$ cat src/rtl/smptl_consts.vh
// Constants for the management transport layer state machines
`ifndef SMPTL_CONSTS_VH
`define SMPTL_CONSTS_VH
`define SMPTL_TYPE_REQ 8'h40
`define SMPTL_TYPE_RSP 8'h41
`define SMPTL_CONN_TAG 16'hffff
`define SMPTL_MAX_BYTES 1024
`define SMPTL_RSP_LIMIT_US 1900
`define SMPTL_CLK_MHZ 25
`define SMPTL_LEN_W 11
`define SMPTL_ALIGN_MASK 11'h003
`define SMPTL_TX_OK 2'h0
`endif

$ cat src/rtl/smptl_initiator.v
// Initiator-side transport state machine
`timescale 1ns/1ps
`include "smptl_consts.vh"
module smptl_initiator #(
	parameter ADDR_W = 64
) (
	input wire clk,
	input wire nrst,
	input wire [ADDR_W-1:0] own_addr,
	input wire req_valid,
	input wire [3:0] req_rate,
	input wire [ADDR_W-1:0] req_dest,
	input wire [`SMPTL_LEN_W-1:0] req_len,
	input wire tx_status_valid,
	input wire [1:0] tx_status,
	input wire conn_closed,
	input wire rx_valid,
	input wire [7:0] rx_type,
	input wire rx_fail,
	output reg req_ready,
	output reg tx_req,
	output reg tx_init_bit,
	output reg [15:0] tx_tag,
	output reg [3:0] tx_rate,
	output reg [ADDR_W-1:0] tx_dest,
	output reg [ADDR_W-1:0] tx_src,
	output reg [7:0] tx_type,
	output reg [`SMPTL_LEN_W-1:0] tx_len,
	output reg [1:0] tx_fill,
	output reg conf_open_failed,
	output reg conf_complete,
	output reg conf_xfer_failed
);
	localparam ST_WAIT = 2'h0;
	localparam ST_SEND = 2'h1;
	localparam ST_AWAIT = 2'h2;
	reg [1:0] state_reg;
	// Fill count to reach a four-byte boundary; header byte counted
	function [1:0] fill_of;
		input [`SMPTL_LEN_W-1:0] len;
		reg [`SMPTL_LEN_W-1:0] tot;
		begin
			tot = len + 11'h001;
			fill_of = 2'h0 - tot[1:0];
		end
	endfunction
	always @(posedge clk or negedge nrst) begin
		if (!nrst) begin
			state_reg <= ST_WAIT;
			req_ready <= 1'b1;
			tx_req <= 1'b0;
			tx_init_bit <= 1'b0;
			tx_tag <= 16'h0000;
			tx_rate <= 4'h0;
			tx_dest <= {ADDR_W{1'b0}};
			tx_src <= {ADDR_W{1'b0}};
			tx_type <= 8'h00;
			tx_len <= {`SMPTL_LEN_W{1'b0}};
			tx_fill <= 2'h0;
			conf_open_failed <= 1'b0;
			conf_complete <= 1'b0;
			conf_xfer_failed <= 1'b0;
		end else begin
			tx_req <= 1'b0;
			conf_open_failed <= 1'b0;
			conf_complete <= 1'b0;
			conf_xfer_failed <= 1'b0;
			case (state_reg)
			ST_WAIT: begin
				if (req_valid) begin
					state_reg <= ST_SEND;
					req_ready <= 1'b0;
					tx_req <= 1'b1;
					tx_init_bit <= 1'b1;
					tx_tag <= `SMPTL_CONN_TAG;
					tx_rate <= req_rate;
					tx_dest <= req_dest;
					tx_src <= own_addr;
					tx_type <= `SMPTL_TYPE_REQ;
					tx_len <= req_len;
					tx_fill <= fill_of(req_len);
				end
			end
			ST_SEND: begin
				if (conn_closed || (tx_status_valid && tx_status != `SMPTL_TX_OK)) begin
					conf_open_failed <= 1'b1;
					state_reg <= ST_WAIT;
					req_ready <= 1'b1;
				end else if (tx_status_valid) begin
					state_reg <= ST_AWAIT;
				end
			end
			ST_AWAIT: begin
				// Closure or failure takes priority over a good frame
				if (conn_closed || (rx_valid && rx_fail)) begin
					conf_xfer_failed <= 1'b1;
					state_reg <= ST_WAIT;
					req_ready <= 1'b1;
				end else if (rx_valid) begin
					conf_complete <= (rx_type == `SMPTL_TYPE_RSP);
					conf_xfer_failed <= (rx_type != `SMPTL_TYPE_RSP);
					state_reg <= ST_WAIT;
					req_ready <= 1'b1;
				end
			end
			default: begin
				state_reg <= ST_WAIT;
				req_ready <= 1'b1;
			end
			endcase
		end
	end
endmodule // smptl_initiator

$ cat src/rtl/smptl_target.v
// Target-side transport state machine
`timescale 1ns/1ps
`include "smptl_consts.vh"
module smptl_target #(
	parameter LIMIT_CYC = `SMPTL_RSP_LIMIT_US * `SMPTL_CLK_MHZ
) (
	input wire clk,
	input wire nrst,
	input wire rx_valid,
	input wire [7:0] rx_type,
	input wire acc_valid,
	input wire acc_accept,
	input wire rsp_valid,
	input wire [`SMPTL_LEN_W-1:0] rsp_len,
	input wire tx_status_valid,
	input wire [1:0] tx_status,
	input wire conn_closed,
	output reg conf_func_rcvd,
	output reg tx_break,
	output reg pl_acc_valid,
	output reg pl_acc_accept,
	output reg tx_req,
	output reg [7:0] tx_type,
	output reg [`SMPTL_LEN_W-1:0] tx_len,
	output reg [1:0] tx_fill,
	output reg conf_conn_closed,
	output reg rsp_timeout
);
	localparam ST_WAIT = 1'b0;
	localparam ST_REPLY = 1'b1;
	reg state_reg;
	reg [15:0] timer_reg;
	reg sent_reg;
	function [1:0] fill_of;
		input [`SMPTL_LEN_W-1:0] len;
		reg [`SMPTL_LEN_W-1:0] tot;
		begin
			tot = len + 11'h001;
			fill_of = 2'h0 - tot[1:0];
		end
	endfunction
	always @(posedge clk or negedge nrst) begin
		if (!nrst) begin
			state_reg <= ST_WAIT;
			timer_reg <= 16'h0000;
			sent_reg <= 1'b0;
			conf_func_rcvd <= 1'b0;
			tx_break <= 1'b0;
			pl_acc_valid <= 1'b0;
			pl_acc_accept <= 1'b0;
			tx_req <= 1'b0;
			tx_type <= 8'h00;
			tx_len <= {`SMPTL_LEN_W{1'b0}};
			tx_fill <= 2'h0;
			conf_conn_closed <= 1'b0;
			rsp_timeout <= 1'b0;
		end else begin
			conf_func_rcvd <= 1'b0;
			tx_break <= 1'b0;
			pl_acc_valid <= 1'b0;
			tx_req <= 1'b0;
			conf_conn_closed <= 1'b0;
			rsp_timeout <= 1'b0;
			case (state_reg)
			ST_WAIT: begin
				if (acc_valid) begin
					pl_acc_valid <= 1'b1;
					pl_acc_accept <= acc_accept;
				end
				if (rx_valid) begin
					if (rx_type != `SMPTL_TYPE_REQ) begin
						tx_break <= 1'b1;
					end else begin
						conf_func_rcvd <= 1'b1;
						state_reg <= ST_REPLY;
						timer_reg <= 16'h0000;
						sent_reg <= 1'b0;
					end
				end
			end
			ST_REPLY: begin
				if (timer_reg != 16'hffff) begin
					timer_reg <= timer_reg + 16'h0001;
				end
				// Late reply is still sent, but flagged so the app can see it
				if (timer_reg == LIMIT_CYC[15:0] - 16'h0002 && !sent_reg) begin
					rsp_timeout <= 1'b1;
				end
				if (conn_closed) begin
					conf_conn_closed <= 1'b1;
					state_reg <= ST_WAIT;
				end else if (sent_reg && tx_status_valid) begin
					state_reg <= ST_WAIT;
				end else if (rsp_valid && !sent_reg) begin
					tx_req <= 1'b1;
					sent_reg <= 1'b1;
					tx_type <= `SMPTL_TYPE_RSP;
					tx_len <= rsp_len;
					tx_fill <= fill_of(rsp_len);
				end
			end
			default: state_reg <= ST_WAIT;
			endcase
		end
	end
endmodule // smptl_target

$ cat src/rtl/smptl_top.v
// Management transport layer: initiator and target machines
`timescale 1ns/1ps
`include "smptl_consts.vh"
module smptl_top #(
	parameter ADDR_W = 64,
	parameter RSP_LIMIT_CYC = `SMPTL_RSP_LIMIT_US * `SMPTL_CLK_MHZ
) (
	input wire clk,
	input wire nrst,
	input wire [ADDR_W-1:0] own_addr,
	input wire i_req_valid,
	input wire [3:0] i_req_rate,
	input wire [ADDR_W-1:0] i_req_dest,
	input wire [`SMPTL_LEN_W-1:0] i_req_len,
	input wire i_tx_status_valid,
	input wire [1:0] i_tx_status,
	input wire i_conn_closed,
	input wire i_rx_valid,
	input wire [7:0] i_rx_type,
	input wire i_rx_fail,
	output wire i_req_ready,
	output wire i_tx_req,
	output wire i_tx_init_bit,
	output wire [15:0] i_tx_tag,
	output wire [3:0] i_tx_rate,
	output wire [ADDR_W-1:0] i_tx_dest,
	output wire [ADDR_W-1:0] i_tx_src,
	output wire [7:0] i_tx_type,
	output wire [`SMPTL_LEN_W-1:0] i_tx_len,
	output wire [1:0] i_tx_fill,
	output wire i_conf_open_failed,
	output wire i_conf_complete,
	output wire i_conf_xfer_failed,
	input wire t_rx_valid,
	input wire [7:0] t_rx_type,
	input wire t_acc_valid,
	input wire t_acc_accept,
	input wire t_rsp_valid,
	input wire [`SMPTL_LEN_W-1:0] t_rsp_len,
	input wire t_tx_status_valid,
	input wire [1:0] t_tx_status,
	input wire t_conn_closed,
	output wire t_conf_func_rcvd,
	output wire t_tx_break,
	output wire t_pl_acc_valid,
	output wire t_pl_acc_accept,
	output wire t_tx_req,
	output wire [7:0] t_tx_type,
	output wire [`SMPTL_LEN_W-1:0] t_tx_len,
	output wire [1:0] t_tx_fill,
	output wire t_conf_conn_closed,
	output wire t_rsp_timeout
);
	// Both submodules register every output, so these are flop outputs
	smptl_initiator #(.ADDR_W(ADDR_W)) u_init (
		.clk(clk),
		.nrst(nrst),
		.own_addr(own_addr),
		.req_valid(i_req_valid),
		.req_rate(i_req_rate),
		.req_dest(i_req_dest),
		.req_len(i_req_len),
		.tx_status_valid(i_tx_status_valid),
		.tx_status(i_tx_status),
		.conn_closed(i_conn_closed),
		.rx_valid(i_rx_valid),
		.rx_type(i_rx_type),
		.rx_fail(i_rx_fail),
		.req_ready(i_req_ready),
		.tx_req(i_tx_req),
		.tx_init_bit(i_tx_init_bit),
		.tx_tag(i_tx_tag),
		.tx_rate(i_tx_rate),
		.tx_dest(i_tx_dest),
		.tx_src(i_tx_src),
		.tx_type(i_tx_type),
		.tx_len(i_tx_len),
		.tx_fill(i_tx_fill),
		.conf_open_failed(i_conf_open_failed),
		.conf_complete(i_conf_complete),
		.conf_xfer_failed(i_conf_xfer_failed)
	);
	smptl_target #(.LIMIT_CYC(RSP_LIMIT_CYC)) u_targ (
		.clk(clk),
		.nrst(nrst),
		.rx_valid(t_rx_valid),
		.rx_type(t_rx_type),
		.acc_valid(t_acc_valid),
		.acc_accept(t_acc_accept),
		.rsp_valid(t_rsp_valid),
		.rsp_len(t_rsp_len),
		.tx_status_valid(t_tx_status_valid),
		.tx_status(t_tx_status),
		.conn_closed(t_conn_closed),
		.conf_func_rcvd(t_conf_func_rcvd),
		.tx_break(t_tx_break),
		.pl_acc_valid(t_pl_acc_valid),
		.pl_acc_accept(t_pl_acc_accept),
		.tx_req(t_tx_req),
		.tx_type(t_tx_type),
		.tx_len(t_tx_len),
		.tx_fill(t_tx_fill),
		.conf_conn_closed(t_conf_conn_closed),
		.rsp_timeout(t_rsp_timeout)
	);
endmodule // smptl_top

$ cat config.mk
export PLATFORM = sky130hd
export DESIGN_NAME = smptl_top
export DESIGN_NICKNAME = d
export VERILOG_FILES = /design/src/rtl/smptl_initiator.v /design/src/rtl/smptl_target.v /design/src/rtl/smptl_top.v
export VERILOG_INCLUDE_DIRS = /design/src /design/src/rtl
export SDC_FILE = /design/constraint.sdc
export NUM_CORES = 1
export LEC_CHECK = 0
export CAP_MARGIN = 10
export CORE_MARGIN = 3
export CORE_UTILIZATION = 35
export DETAILED_ROUTE_END_ITERATION = 16
export DONT_BUFFER_PORTS = 1
export HOLD_SLACK_MARGIN = 0.05
export PLACE_DENSITY_LB_ADDON = 0.05
export SYNTH_ARGS = -nofsm -noshare
export SYNTH_HDL_FRONTEND = slang
export SYNTH_SLANG_ARGS = --single-unit
export TNS_END_PERCENT = 5
$ cat constraint.sdc
create_clock -name clk -period 1.9 [get_ports clk]
set_input_delay 0.285 -clock clk [delete_from_list [all_inputs] [get_ports clk]]
set_output_delay 0.285 -clock clk [all_outputs]
set_load 0.005 [all_outputs]
# Yosys cells after proc, flatten, opt, wreduce, memory -nomap -nowiden

Index checks and enable logic that the tools add are counted.

Register bits: 193
Bits of input ports: 187
Output and inout port bits: 203
Logic and storage cells: 118

Add/subtract/negate cells: 5
Equality and inequality tests: 17
Mux-type cells: 50
Bitwise logic cells: 3
Reduce and logical (&&, ||, !) cells: 17

Operators with widths:

| operator                                                              | number |
|---|---|
| 16-bit 2-to-1 mux                                                     | 3 |
| 1-bit 2-to-1 mux                                                      | 37 |
| 16-bit one-hot mux with 2 select lines                                | 1 |
| 16-bit by 1-bit adder with 16-bit output, second input constant       | 1 |
| 16-bit equality test, second input constant                           | 1 |
| 16-bit != test, second input constant                                 | 1 |
| 8-bit by 7-bit != test with 1-bit output, second input constant       | 2 |
| 2-bit != test, second input constant                                  | 7 |
| 2-bit 2-to-1 mux                                                      | 5 |
| 3-bit AND reduction                                                   | 3 |
| 8-bit by 7-bit equality test with 1-bit output, second input constant | 1 |
| 3-bit by 2-bit != test with 1-bit output, second input constant       | 2 |
| 2-bit one-hot mux with 3 select lines                                 | 1 |
| 1-bit logical AND                                                     | 5 |
| 5-bit AND reduction                                                   | 1 |
| 2-bit by 1-bit adder with 2-bit output, second input constant         | 2 |
| 1-bit one-hot mux with 2 select lines                                 | 2 |
| 2-bit AND reduction                                                   | 2 |
| 4-bit AND reduction                                                   | 1 |
| 1-bit by 2-bit subtractor with 2-bit output, first input constant     | 2 |
| 1-bit NOT                                                             | 3 |
| 1-bit one-hot mux with 3 select lines                                 | 1 |
| 2-bit by 1-bit equality test with 1-bit output, second input constant | 1 |
| 2-bit equality test, second input constant                            | 1 |
| other kinds (5)                                                       | 6 |

# Longest topological paths before layout

Gate-level depths: netlist of run 1.

Word-level depth: 6
Depth in mapped cells: 8

# Modules after synthesis

From an unflattened synthesis of run 1, not the netlist that was laid out.

Cell total of the unflattened synthesis: 863
Area, all modules: 7921.3 µm²

By module, submodules not included:

| module          | instances | cells an instance | area each (µm²) | seq. area each (µm²) |
|---|---|---|---|---|
| smptl_initiator | 1         | 668               | 6028.3          | 3829.9 |
| smptl_target    | 1         | 195               | 1893.1          | 975.9 |

# Worst setup path after synthesis of run 1

No wires, ideal clock.

Kind: reg-to-reg
From: reg u_targ.timer_reg[1]
To: reg u_targ.timer_reg[12]
Setup time: 0.066 ns
Arrival time: 1.702 ns
Slack: 0.132 ns
Stages on the path, launching flop included: 6
Clock period less this slack: 1.768 ns
Cell sequence: dfrtp_1 > ha_1 > nand4_2 > or4_4 > a21boi_4 > a22o_1

Longest elaborated chain between the ends: 3
Elaborated cells on any way between the ends: 6
Those cells by class: 1 x add/sub; 2 x eq/ne; 2 x mux; 1 x reduce/logical

RTL lines:

| item                                                                          | line                                 | RTL |
|---|---|---|
| from (decl)                                                                   | smptl_target.v:32                    | `reg [15:0] timer_reg;` |
| from (signal assigned)                                                        | smptl_target.v:83                    | `timer_reg <= timer_reg + 16'h0001;` |
| 16-bit by 1-bit adder with 16-bit output or 16-bit != test (tied branches)    | smptl_target.v:83, smptl_target.v:82 |  |
| 16-bit 2-to-1 mux or 2-bit != test (tied branches)                            | -                                    |  |
| 16-bit one-hot mux with 2 select lines or 3-bit AND reduction (tied branches) | -                                    |  |

Several ways; a longest one is shown, not always the timed one. The select of a mux whose other input is x is not followed.
A chain may end at the register's enable or synchronous reset.

# Worst setup path in the final report of run 1

From: reg u_targ.timer_reg[5]
To: reg u_targ.timer_reg[10]

The elaborated chain is that of the path after synthesis.

==> results.json, run 1 <==
{
  "status": "finished, violations left",
  "violations": "hold timing",
  "clock-sinks": 192,
  "p_total_uw": 10440,
  "start_kind": "flip-flop",
  "fin_crit_ns": 1.765,
  "grt_pass1_vias": 6298,
  "grt_overflow_total": 0,
  "crit_type": "flip-flop to flip-flop",
  "setup_viol": 0,
  "core_area_um2": 21490,
  "n_antenna_cell": 0,
  "ff2ff_path_depth": 4,
  "cp_top_family": "simple AND/OR/NAND/NOR gates",
  "end_kind": "flip-flop",
  "dr.pass1.iters": 4,
  "synth_top_flop_cell": "dfrtp_1",
  "dp_hpwl_mm": 14.91,
  "drtAntennaViolNets": 0,
  "initial_core_util_pct": 36.31,
  "cts_hold_buf": 166,
  "ys_seq_elements": 192,
  "yosysSeqAreaShare_pct": 61.60,
  "cpPeakStageDelay_ns": 0.60,
  "totalNegativeSetupSlack_ns": 0,
  "clock.fmax_ghz": 0.5667,
  "fin_skew_ns": 0.009619,
  "syn-cell-area_um2": 7801,
  "drcViolationCount": 0,
  "drive_gt1_share_pct": 5.783,
  "insertion_delay_ns": 0.42,
  "path_buf_inv": 0,
  "via_count": 6163,
  "ys_warn_count": 0,
  "initialDrtViolationCount": 332,
  "routedWlPerCell_um": 17.28,
  "die_w_um": 155.3,
  "synth_cell_types": 54,
  "cts_tree": "yes",
  "cts-htree-levels": 4,
  "viasPerCell": 4.822,
  "cap_violations": 0,
  "slew_violations": 0,
  "p_per_area_nw_per_um2": 1028,
  "grt_start_max_net_pins": 193,
  "cts_made_buffers": 17,
  "postCtsSetupBuffers": 0,
  "finalHoldViolCount": 192,
  "crit_chain": "nand3_1, or4_4, a21boi_4, a22o_1",
  "rsz0062_at_grt": "no",
  "antenna_found_initial": 0,
  "dieHeight_um": 155.3,
  "rows": 53,
  "place_congestion": 0.7739,
  "routed_wl_mm": 22.08,
  "cts_buffer_depth": 2,
  "die_area_um2": 24120,
  "hold_ws_ns": -0.4485,
  "slowest_stage": "or4_4",
  "grt_usage_pct": 17.91,
  "pin_count": 390,
  "cp_max_fo": 9,
  "syn_to_final_growth_pct": 30.22,
  "root_buffer": "clkbuf_16",
  "synth.avg_cell_area_um2": 9.156,
  "hold_path.class": "primary input to asynchronous set/reset pin",
  "synth-edff-count": 0,
  "grt_first_pass_wirelength_mm": 34.40,
  "final_area_um2": 10160,
  "layout.nets": 1179,
  "path_clk_slew_ns": 0.08,
  "io_buffers": 0,
  "syn_inst": 852,
  "period_share_pct": 92.88,
  "arrival_ns": 2.13,
  "async_flop_share_pct": 100.0,
  "path_depth": 4,
  "vdd_ir_drop_max_mv": 0.5385,
  "required_ns": 2.26,
  "p_leak_uw": 0.005161,
  "dpl_cell_area_um2": 7930
}
[Yosys cell counts (all sizes together), types with 2 or more instances]
cell type / count / share of area (%)
a21oi: 3 / 0.19
a22o: 6 / 0.67
a31oi: 8 / 0.64
a41oi: 3 / 0.34
and2: 2 / 0.16
and3: 4 / 0.32
and4: 3 / 0.37
buf: 51 / 4.4
clkbuf: 20 / 0.99
dfrtp: 191 / 61
ha: 2 / 0.32
inv: 6 / 0.29
nand2: 480 / 23
nand2b: 5 / 0.40
nand3: 5 / 0.32
nand4: 7 / 0.64
nor2: 4 / 0.19
nor2b: 3 / 0.24
nor4: 7 / 0.56
o211ai: 3 / 0.29
o21a: 2 / 0.19
o21ai: 7 / 0.45
or4: 2 / 0.24
or4b: 4 / 0.51
xnor2: 3 / 0.34
xor2: 3 / 0.34
[layer usage]
| layer | up-vias | part of all wire (%) | global-route usage (%) | wire length, µm |
|---|---|---|---|---|
| li1 | 2913 | - | - | - |
| met1 | 2969 | 37 | 20.23 | 8105 |
| met2 | 240 | 54 | 32.88 | 11900 |
| met3 | 41 | 6.8 | 4.645 | 1496 |
| met4 | 0 | 2.6 | 5.877 | 576 |
| met5 | - | 0 | 0 | 0 |
[what timing repair did]
| action | in CTS | in global routing |
|---|---|---|
| gates resized for setup | 0 | 1 |
| endpoints found under the hold margin | 360 | 192 |
| endpoints found under the setup margin | 0 | 14 |
[final cells by class]
class,count,area (µm²)
timing repair buffer,178,1814
sequential,192,4806
fill,1988,11330
multi-input combinational,594,2603
tap,275,344.1
clock buffer,18,439.2
clock inverter,14,123.9
inverter,7,28.78
[layout by cell type (no fill, tap or decap), drive strengths merged, types with 3 or more instances in the layout]
| cell type | Yosys | final |
|---|---|---|
| buf | 51 | 12 |
| dfrtp | 191 | 191 |
| or4b | 4 | 4 |
| nor4 | 7 | 7 |
| a22o | 6 | 6 |
| nand3 | 5 | 5 |
| a41oi | 3 | 3 |
| inv | 6 | 13 |
| xor2 | 3 | 3 |
| a21oi | 3 | 3 |
| nand2b | 5 | 5 |
| a31oi | 8 | 8 |
| clkbuf | 20 | 18 |
| dlygate4sd3 | 0 | 166 |
| o21ai | 7 | 7 |
| clkinv | 1 | 7 |
| nor2 | 4 | 4 |
| and3 | 4 | 4 |
| nor2b | 3 | 3 |
| and4 | 3 | 3 |
| conb | 1 | 13 |
| xnor2 | 3 | 3 |
| o211ai | 3 | 3 |
| nand4 | 7 | 7 |
| nand2 | 480 | 480 |
[through the flow]
stage          std cells  worst slack [ns]  utilization, %
6_report            1278            0.1353           47.28
5_1_grt             1278          0.008583           47.28
4_1_cts             1278           0.03295           47.26
3_5_place_dp        1080           0.04384           36.91
3_3_place_gp        1080           0.09065           36.91
2_1_floorplan        864            0.1321               -
[power by group]
part	leakage [µW]	switching [µW]	internal (µW)
registers	0.00239	731	4820
clock network	0.000279	1680	1770
logic	0.00250	768	683
[cell families after synthesis]
group | share of synthesized area (%)
AOI/OAI and AO/OA | 3.705
buffers and inverters | 5.758
other | 0.04807
DFF | 61.60
adders and majority gates | 0.3207
and+or+nand+nor | 27.75
muxes | 0.1443
xor gates and xnor gates | 0.6737
[path summary, 6_finish.rpt]
kind / startpoint / endpoint / slack [ns]
setup / recovery: u_targ.timer_reg[5] / u_targ.timer_reg[10] / 0.14
hold / removal: nrst / u_init.tx_dest[54] / -0.45
setup reg to reg: u_targ.timer_reg[5] / u_targ.timer_reg[10] / 0.14
hold reg to reg: u_init.state_reg[1] / u_init.state_reg[0] / 0.46
max in group asynchronous: nrst / u_init.req_ready / 1.98
min in group clk: i_req_valid / u_init.req_ready / 0.09
Power figures use the tool's default switching activity.
==> run 2: changes to the inputs <==
ABC_AREA = 1   (was not set)
==> run 2 against run 1 <==
Compared with the run above: the flow still finishes with violations (hold timing); global-route usage is 0.11 points higher; sequential share of layout area is 0.75 points lower; core utilization is 0.57 points lower; hold slack worse by 0.0023 ns; largest cell class unchanged; clock skew hardly changed; non-clock buffer count is 2 lower.
==> results.json, run 2 <==
{
  "p_total_uw": 12260,
  "totalNegativeSetupSlack_ns": 0,
  "arrival_ns": 2.01,
  "postCtsResizedCells": 0,
  "synth.avg_cell_area_um2": 8.571,
  "yosysMostFrequentCell": "nand2_1",
  "async_flop_share_pct": 100.0,
  "yosysSeqAreaShare_pct": 60.49,
  "n_antenna_cell": 0,
  "pin_count": 390,
  "multi_input_area_um2": 2665,
  "cts-htree-levels": 4,
  "initial_core_util_pct": 35.96,
  "syn_to_final_growth_pct": 29.90,
  "nFillCells": 2047,
  "drtAntennaViolNets": 0,
  "place_ws_ns": 0.2706,
  "final_core_util_pct": 46.72,
  "finalHoldViolCount": 191,
  "layout.nets": 1256,
  "crit_type": "flip-flop to flip-flop",
  "cts_buffer_depth": 2,
  "ys_seq_elements": 192,
  "initialDrtViolationCount": 315,
  "dp_hpwl_mm": 15.15,
  "end_kind": "flip-flop",
  "fin_crit_ns": 1.660,
  "worstMarginPinSlew_ns": 0.7436,
  "place_congestion": 0.8151,
  "p_per_area_nw_per_um2": 1188,
  "via_count": 6368,
  "grt_first_pass_wirelength_mm": 34.98,
  "path_buf_inv": 0,
  "yosys.area.top_type_share_pct": 60.16,
  "hold_path.class": "primary input to asynchronous set/reset pin",
  "rsz0062_at_grt": "no",
  "synth_cell_types": 32,
  "ff2ff_path_depth": 9,
  "vdd_ir_drop_max_mv": 0.4801,
  "cpPeakStageDelay_ns": 0.41,
  "cts_made_buffers": 17,
  "dieHeight_um": 156.7,
  "die_area_um2": 24540,
  "cts_tree": "yes",
  "slew_headroom_pct": 50.43,
  "period_share_pct": 87.37,
  "setup_viol": 0,
  "slew_violations": 0,
  "yosys.area.top_type": "dfrtp_1",
  "antenna_found_initial": 0,
  "root_buffer": "clkbuf_16",
  "dr.pass1.iters": 5,
  "postCtsSetupBuffers": 0,
  "slowest_stage": "dfrtp_1",
  "synthTopCellsByCount": "nand2_1, dfrtp_1, buf_4",
  "required_ns": 2.25,
  "mostFrequentLayoutCells": "nand2_1, dfrtp_1, dlygate4sd3_1, inv_1, nor2_1",
  "regArea_um2": 4806,
  "fin_skew_ns": 0.009146,
  "start_kind": "flip-flop",
  "cpMostUsedCell": "nor2_4",
  "viasPerCell": 4.682,
  "synth_top_flop_cell": "dfrtp_1",
  "layout_commonest_cell": "nand2_1",
  "cp-startpoint": "u_targ.timer_reg[1]",
  "rows": 54,
  "cp_max_fo": 11,
  "routed_wl_mm": 22.60,
  "cp_top_family": "simple AND/OR/NAND/NOR gates",
  "netlist_top_cells_area": "dfrtp_1, nand2_1, buf_4, inv_1, nor2_1",
  "p_leak_uw": 0.005282,
  "path_clk_slew_ns": 0.08,
  "cts_hold_buf": 165,
  "io_buffers": 0,
  "reg2reg_to": "u_targ.timer_reg[11]",
  "clock-sinks": 192,
  "grt_start_max_net_pins": 193,
  "grt_overflow_total": 0,
  "drcViolationCount": 0,
  "syn_inst": 927,
  "r2r_slack_ns": 0.24,
  "routedWlPerCell_um": 16.62,
  "grt_pass1_vias": 6617,
  "clock.fmax_ghz": 0.6024,
  "syn-cell-area_um2": 7945,
  "setup_ws_ns": 0.2399,
  "core_area_um2": 22090,
  "crit_chain": "ha_1, nand2_2, nor2_4, nand2_4, nor2_4, nor2_2, nor2_4, nand2_1, o21ai_2",
  "insertion_delay_ns": 0.42,
  "hold_ws_ns": -0.4508,
  "ys_warn_count": 0,
  "violations": "hold timing",
  "status": "finished, violations left",
  "cap_violations": 0,
  "synth-edff-count": 0,
  "grt_usage_pct": 18.02,
  "drive_gt1_share_pct": 6.111,
  "die_w_um": 156.7,
  "r2r-start": "u_targ.timer_reg[1]"
}
## run 2: cell types whose count changed after synthesis, sizes merged, moves of 4 or more
cell    change
inv        +27
nand2b      -5
nor4        -5
and3        -4
nor3        +4
o21ai      +14
nand3      +16
nor2       +32
or4b        -4
or2         +4
a22o        -6
nand2      +45
a31oi       -8
## run 2: final cells by class
cell class	count	area share, %
tap	280	3.394
timing repair buffer	176	17.29
inverter	33	1.224
multi-input combinational	647	25.82
clock buffer	19	4.291
clock inverter	13	1.418
sequential	192	46.56
## run 2: power by group
| group | internal, µW | leakage [µW] | switching, µW |
|---|---|---|---|
| Sequential | 5350 | 0.00239 | 1210 |
| Clock | 1900 | 0.000291 | 1700 |
| Combinational | 892 | 0.00260 | 1200 |
## run 2: kinds of logic (layout without fill, tap and decap cells)
kind of cell / after synthesis / after routing / share of synthesized area [%]
simple gates: 599 / 599 / 29.92
flops: 192 / 192 / 60.49
fa+ha+maj: 2 / 2 / 0.3149
buf+inv: 100 / 241 / 6.598
xor+xnor: 3 / 3 / 0.3308
compound gates: 30 / 30 / 2.299
other cells: 1 / 13 / 0.04720
## run 2: metrics by stage
stage               std cells  area [µm²]
finish                   1360       10320
floorplan                 939        7990
CTS                      1360       10320
detailed placement       1163        8080
global placement         1163        8080
global route             1360       10320
## run 2: worst max path at each step
stage                                 to  cells past startpoint  slack [ns]
CTS                  u_targ.timer_reg[9]                      9        0.24
detailed placement  u_targ.timer_reg[11]                      9        0.27
global placement    u_targ.timer_reg[15]                      8        0.30
floorplan            u_targ.timer_reg[9]                     10        0.49
global route        u_targ.timer_reg[11]                      9        0.14
finish              u_targ.timer_reg[11]                      9        0.24
## run 2: metal layers
metal	share of wire, %	GRT usage [%]	vias up	wire length, µm
li1	-	-	3055	-
met1	39	20.70	2981	8765
met2	51	31.39	299	11520
met3	7.7	6.222	33	1748
met4	2.5	6.128	0	565
met5	0	0	-	0
==> run 3: changes to the inputs <==
CORE_UTILIZATION = 34   (was 35)
==> run 3 against run 2 <==
Compared with the run above: the run still ends with hold timing left; critical path depth fell by 3; cell count rose by 2.4%; critical endpoint is now u_targ.tx_len[3]; design area fell by 0.27%; wire length up 1.3%.
==> results.json, run 3 (synthesized netlist as in run 2, its figures left out) <==
{
  "drtAntennaViolNets": 0,
  "final_core_util_pct": 45.19,
  "crit_chain": "inv_1, nand2_1, nor3_4, nand2_1, dlygate4sd3_1, nand2_1",
  "status": "finished, violations left",
  "grt_pass1_vias": 6690,
  "insertion_delay_ns": 0.43,
  "finalHoldViolCount": 192,
  "clock-sinks": 192,
  "grt_usage_pct": 18.10,
  "fin_skew_ns": 0.009768,
  "swShare_pct": 34.20,
  "dieHeight_um": 158.9,
  "via_count": 6383,
  "end_kind": "flip-flop",
  "dr.pass1.iters": 5,
  "period_share_pct": 91.17,
  "routed_wl_mm": 22.89,
  "drive_gt1_share_pct": 6.030,
  "die_area_um2": 25240,
  "clock.fmax_ghz": 0.5773,
  "layout.nets": 1255,
  "internal_power_uw": 7942,
  "die_w_um": 158.9,
  "path_clk_slew_ns": 0.08,
  "syn_to_final_growth_pct": 29.56,
  "grt_overflow_total": 0,
  "initial_core_util_pct": 34.88,
  "cpMostUsedCell": "nand2_1",
  "seqPwrFrac_pct": 54.4,
  "start_kind": "flip-flop",
  "violations": "hold timing",
  "pin_count": 390,
  "worstMarginPinSlew_ns": 0.5104,
  "slew_violations": 0,
  "p_leak_uw": 0.005234,
  "cts-htree-levels": 4,
  "rows": 55,
  "postCtsResizedCells": 0,
  "place_congestion": 0.8003,
  "cts_tree": "yes",
  "rsz0062_at_grt": "no",
  "required_ns": 2.28,
  "totalNegativeSetupSlack_ns": 0,
  "hold_path.class": "primary input to asynchronous set/reset pin",
  "comb_power_share_pct": 17.1,
  "root_buffer": "clkbuf_16",
  "drcViolationCount": 0,
  "cts_made_buffers": 17,
  "dpl_cell_area_um2": 8089,
  "cts_buffer_depth": 2,
  "fin_crit_ns": 1.732,
  "routedWlPerCell_um": 16.44,
  "io_buffers": 0,
  "cts_hold_buf": 165,
  "initialDrtViolationCount": 365,
  "p_clk_share_pct": 28.5,
  "layout_commonest_cell": "nand2_1",
  "core_area_um2": 22780,
  "viasPerCell": 4.585,
  "cpPeakStageDelay_ns": 0.58,
  "p_per_area_nw_per_um2": 1173,
  "antenna_found_initial": 0,
  "final_area_um2": 10290,
  "crit_type": "flip-flop to flip-flop",
  "cap_violations": 0,
  "hold_ws_ns": -0.4538,
  "vdd_ir_drop_max_mv": 0.5657,
  "switching_power_uw": 4128,
  "slowest_stage": "dlygate4sd3_1",
  "grt_start_max_net_pins": 193,
  "arrival_ns": 2.11,
  "dp_hpwl_mm": 15.63,
  "grt_first_pass_wirelength_mm": 36.98,
  "cp_max_fo": 7,
  "setup_viol": 0,
  "mostFrequentLayoutCells": "nand2_1, dfrtp_1, dlygate4sd3_1, inv_1, nor2_1",
  "slew_headroom_pct": 65.97
}
-- run 3: cell types whose count changed in the layout (fill, tap and decap cells not counted), sizes merged --
cell      before  now
clkbuf        19   17
buf           11   10
clkinv         6    2
diode          0    1
bufinv         1    0
clkinvlp       0    5
inv           39   40
-- run 3: final cells by class --
| cell class | instances | area (µm²) |
|---|---|---|
| Timing Repair Buffer | 175 | 1752 |
| Sequential cell | 192 | 4806 |
| Fill cell | 2156 | 12480 |
| Tap cell | 313 | 391.6 |
| Inverter | 33 | 126.4 |
| Clock buffer | 17 | 425.4 |
| Clock inverter | 14 | 125.1 |
| Multi-Input combinational cell | 647 | 2665 |
| Antenna cell | 1 | 2.502 |
-- run 3: per-layer routing --
layer / GRT usage, % / part of all wire (%) / up-vias
met5: 0 / 0 / -
met3: 7.148 / 9.2 / 32
met2: 31.09 / 50 / 270
met1: 20.65 / 38 / 3027
li1: - / - / 3054
met4: 6.049 / 2.1 / 0
-- run 3: worst max-delay path: cells and delay by family, from the launching register on --
kind / cells / cell delay [ns]
and+or+nand+nor: 4 / 0.61
buffers and inverters: 2 / 0.66
DFF: 1 / 0.41
-- run 3: power by group through the flow --
| stage | combinational (µW) | clock (µW) | sequential, µW |
|---|---|---|---|
| after detailed placement | 1810 | 0 | 6630 |
| after floorplan | 1480 | 0 | 6170 |
| after global routing | 2420 | 3760 | 6720 |
| final | 2070 | 3440 | 6560 |
| after global placement | 1710 | 0 | 6660 |
| after CTS | 2090 | 3560 | 6580 |
-- run 3: repair_timing --
| item | in CTS | in global routing |
|---|---|---|
| endpoints found under the hold margin | 357 | 192 |
| buffers inserted | 0 | 0 |
| setup endpoints to repair | 0 | 1 |
-- run 3: worst paths after layout --
path | start | endpoint | slack (ns) | cells after the start
max in group asynchronous | nrst | u_init.req_ready | 2.00 | 0
worst max-delay path | u_targ.sent_reg | u_targ.tx_len[3] | 0.17 | 6
min in group clk | i_tx_status_valid | u_init.conf_open_failed | 0.07 | 2
worst min register to register | u_init.tx_init_bit | u_init.tx_init_bit | 0.47 | 1
worst max register to register | u_targ.sent_reg | u_targ.tx_len[3] | 0.17 | 6
worst min-delay path | nrst | u_init.tx_dest[57] | -0.45 | 0
-- run 3: stage by stage --
stage | worst slack, ns | instances | total power [µW] | hold WS (ns)
detailed placement | 0.2509 | 1195 | 8440 | -0.004903
floorplan | 0.4886 | 939 | 7644 | -0.01059
global placement | 0.2727 | 1195 | 8369 | -0.003173
global route | 0.03572 | 1391 | 12890 | -0.4923
finish | 0.1678 | 1392 | 12070 | -0.4538
CTS | 0.1842 | 1391 | 12220 | -0.4749
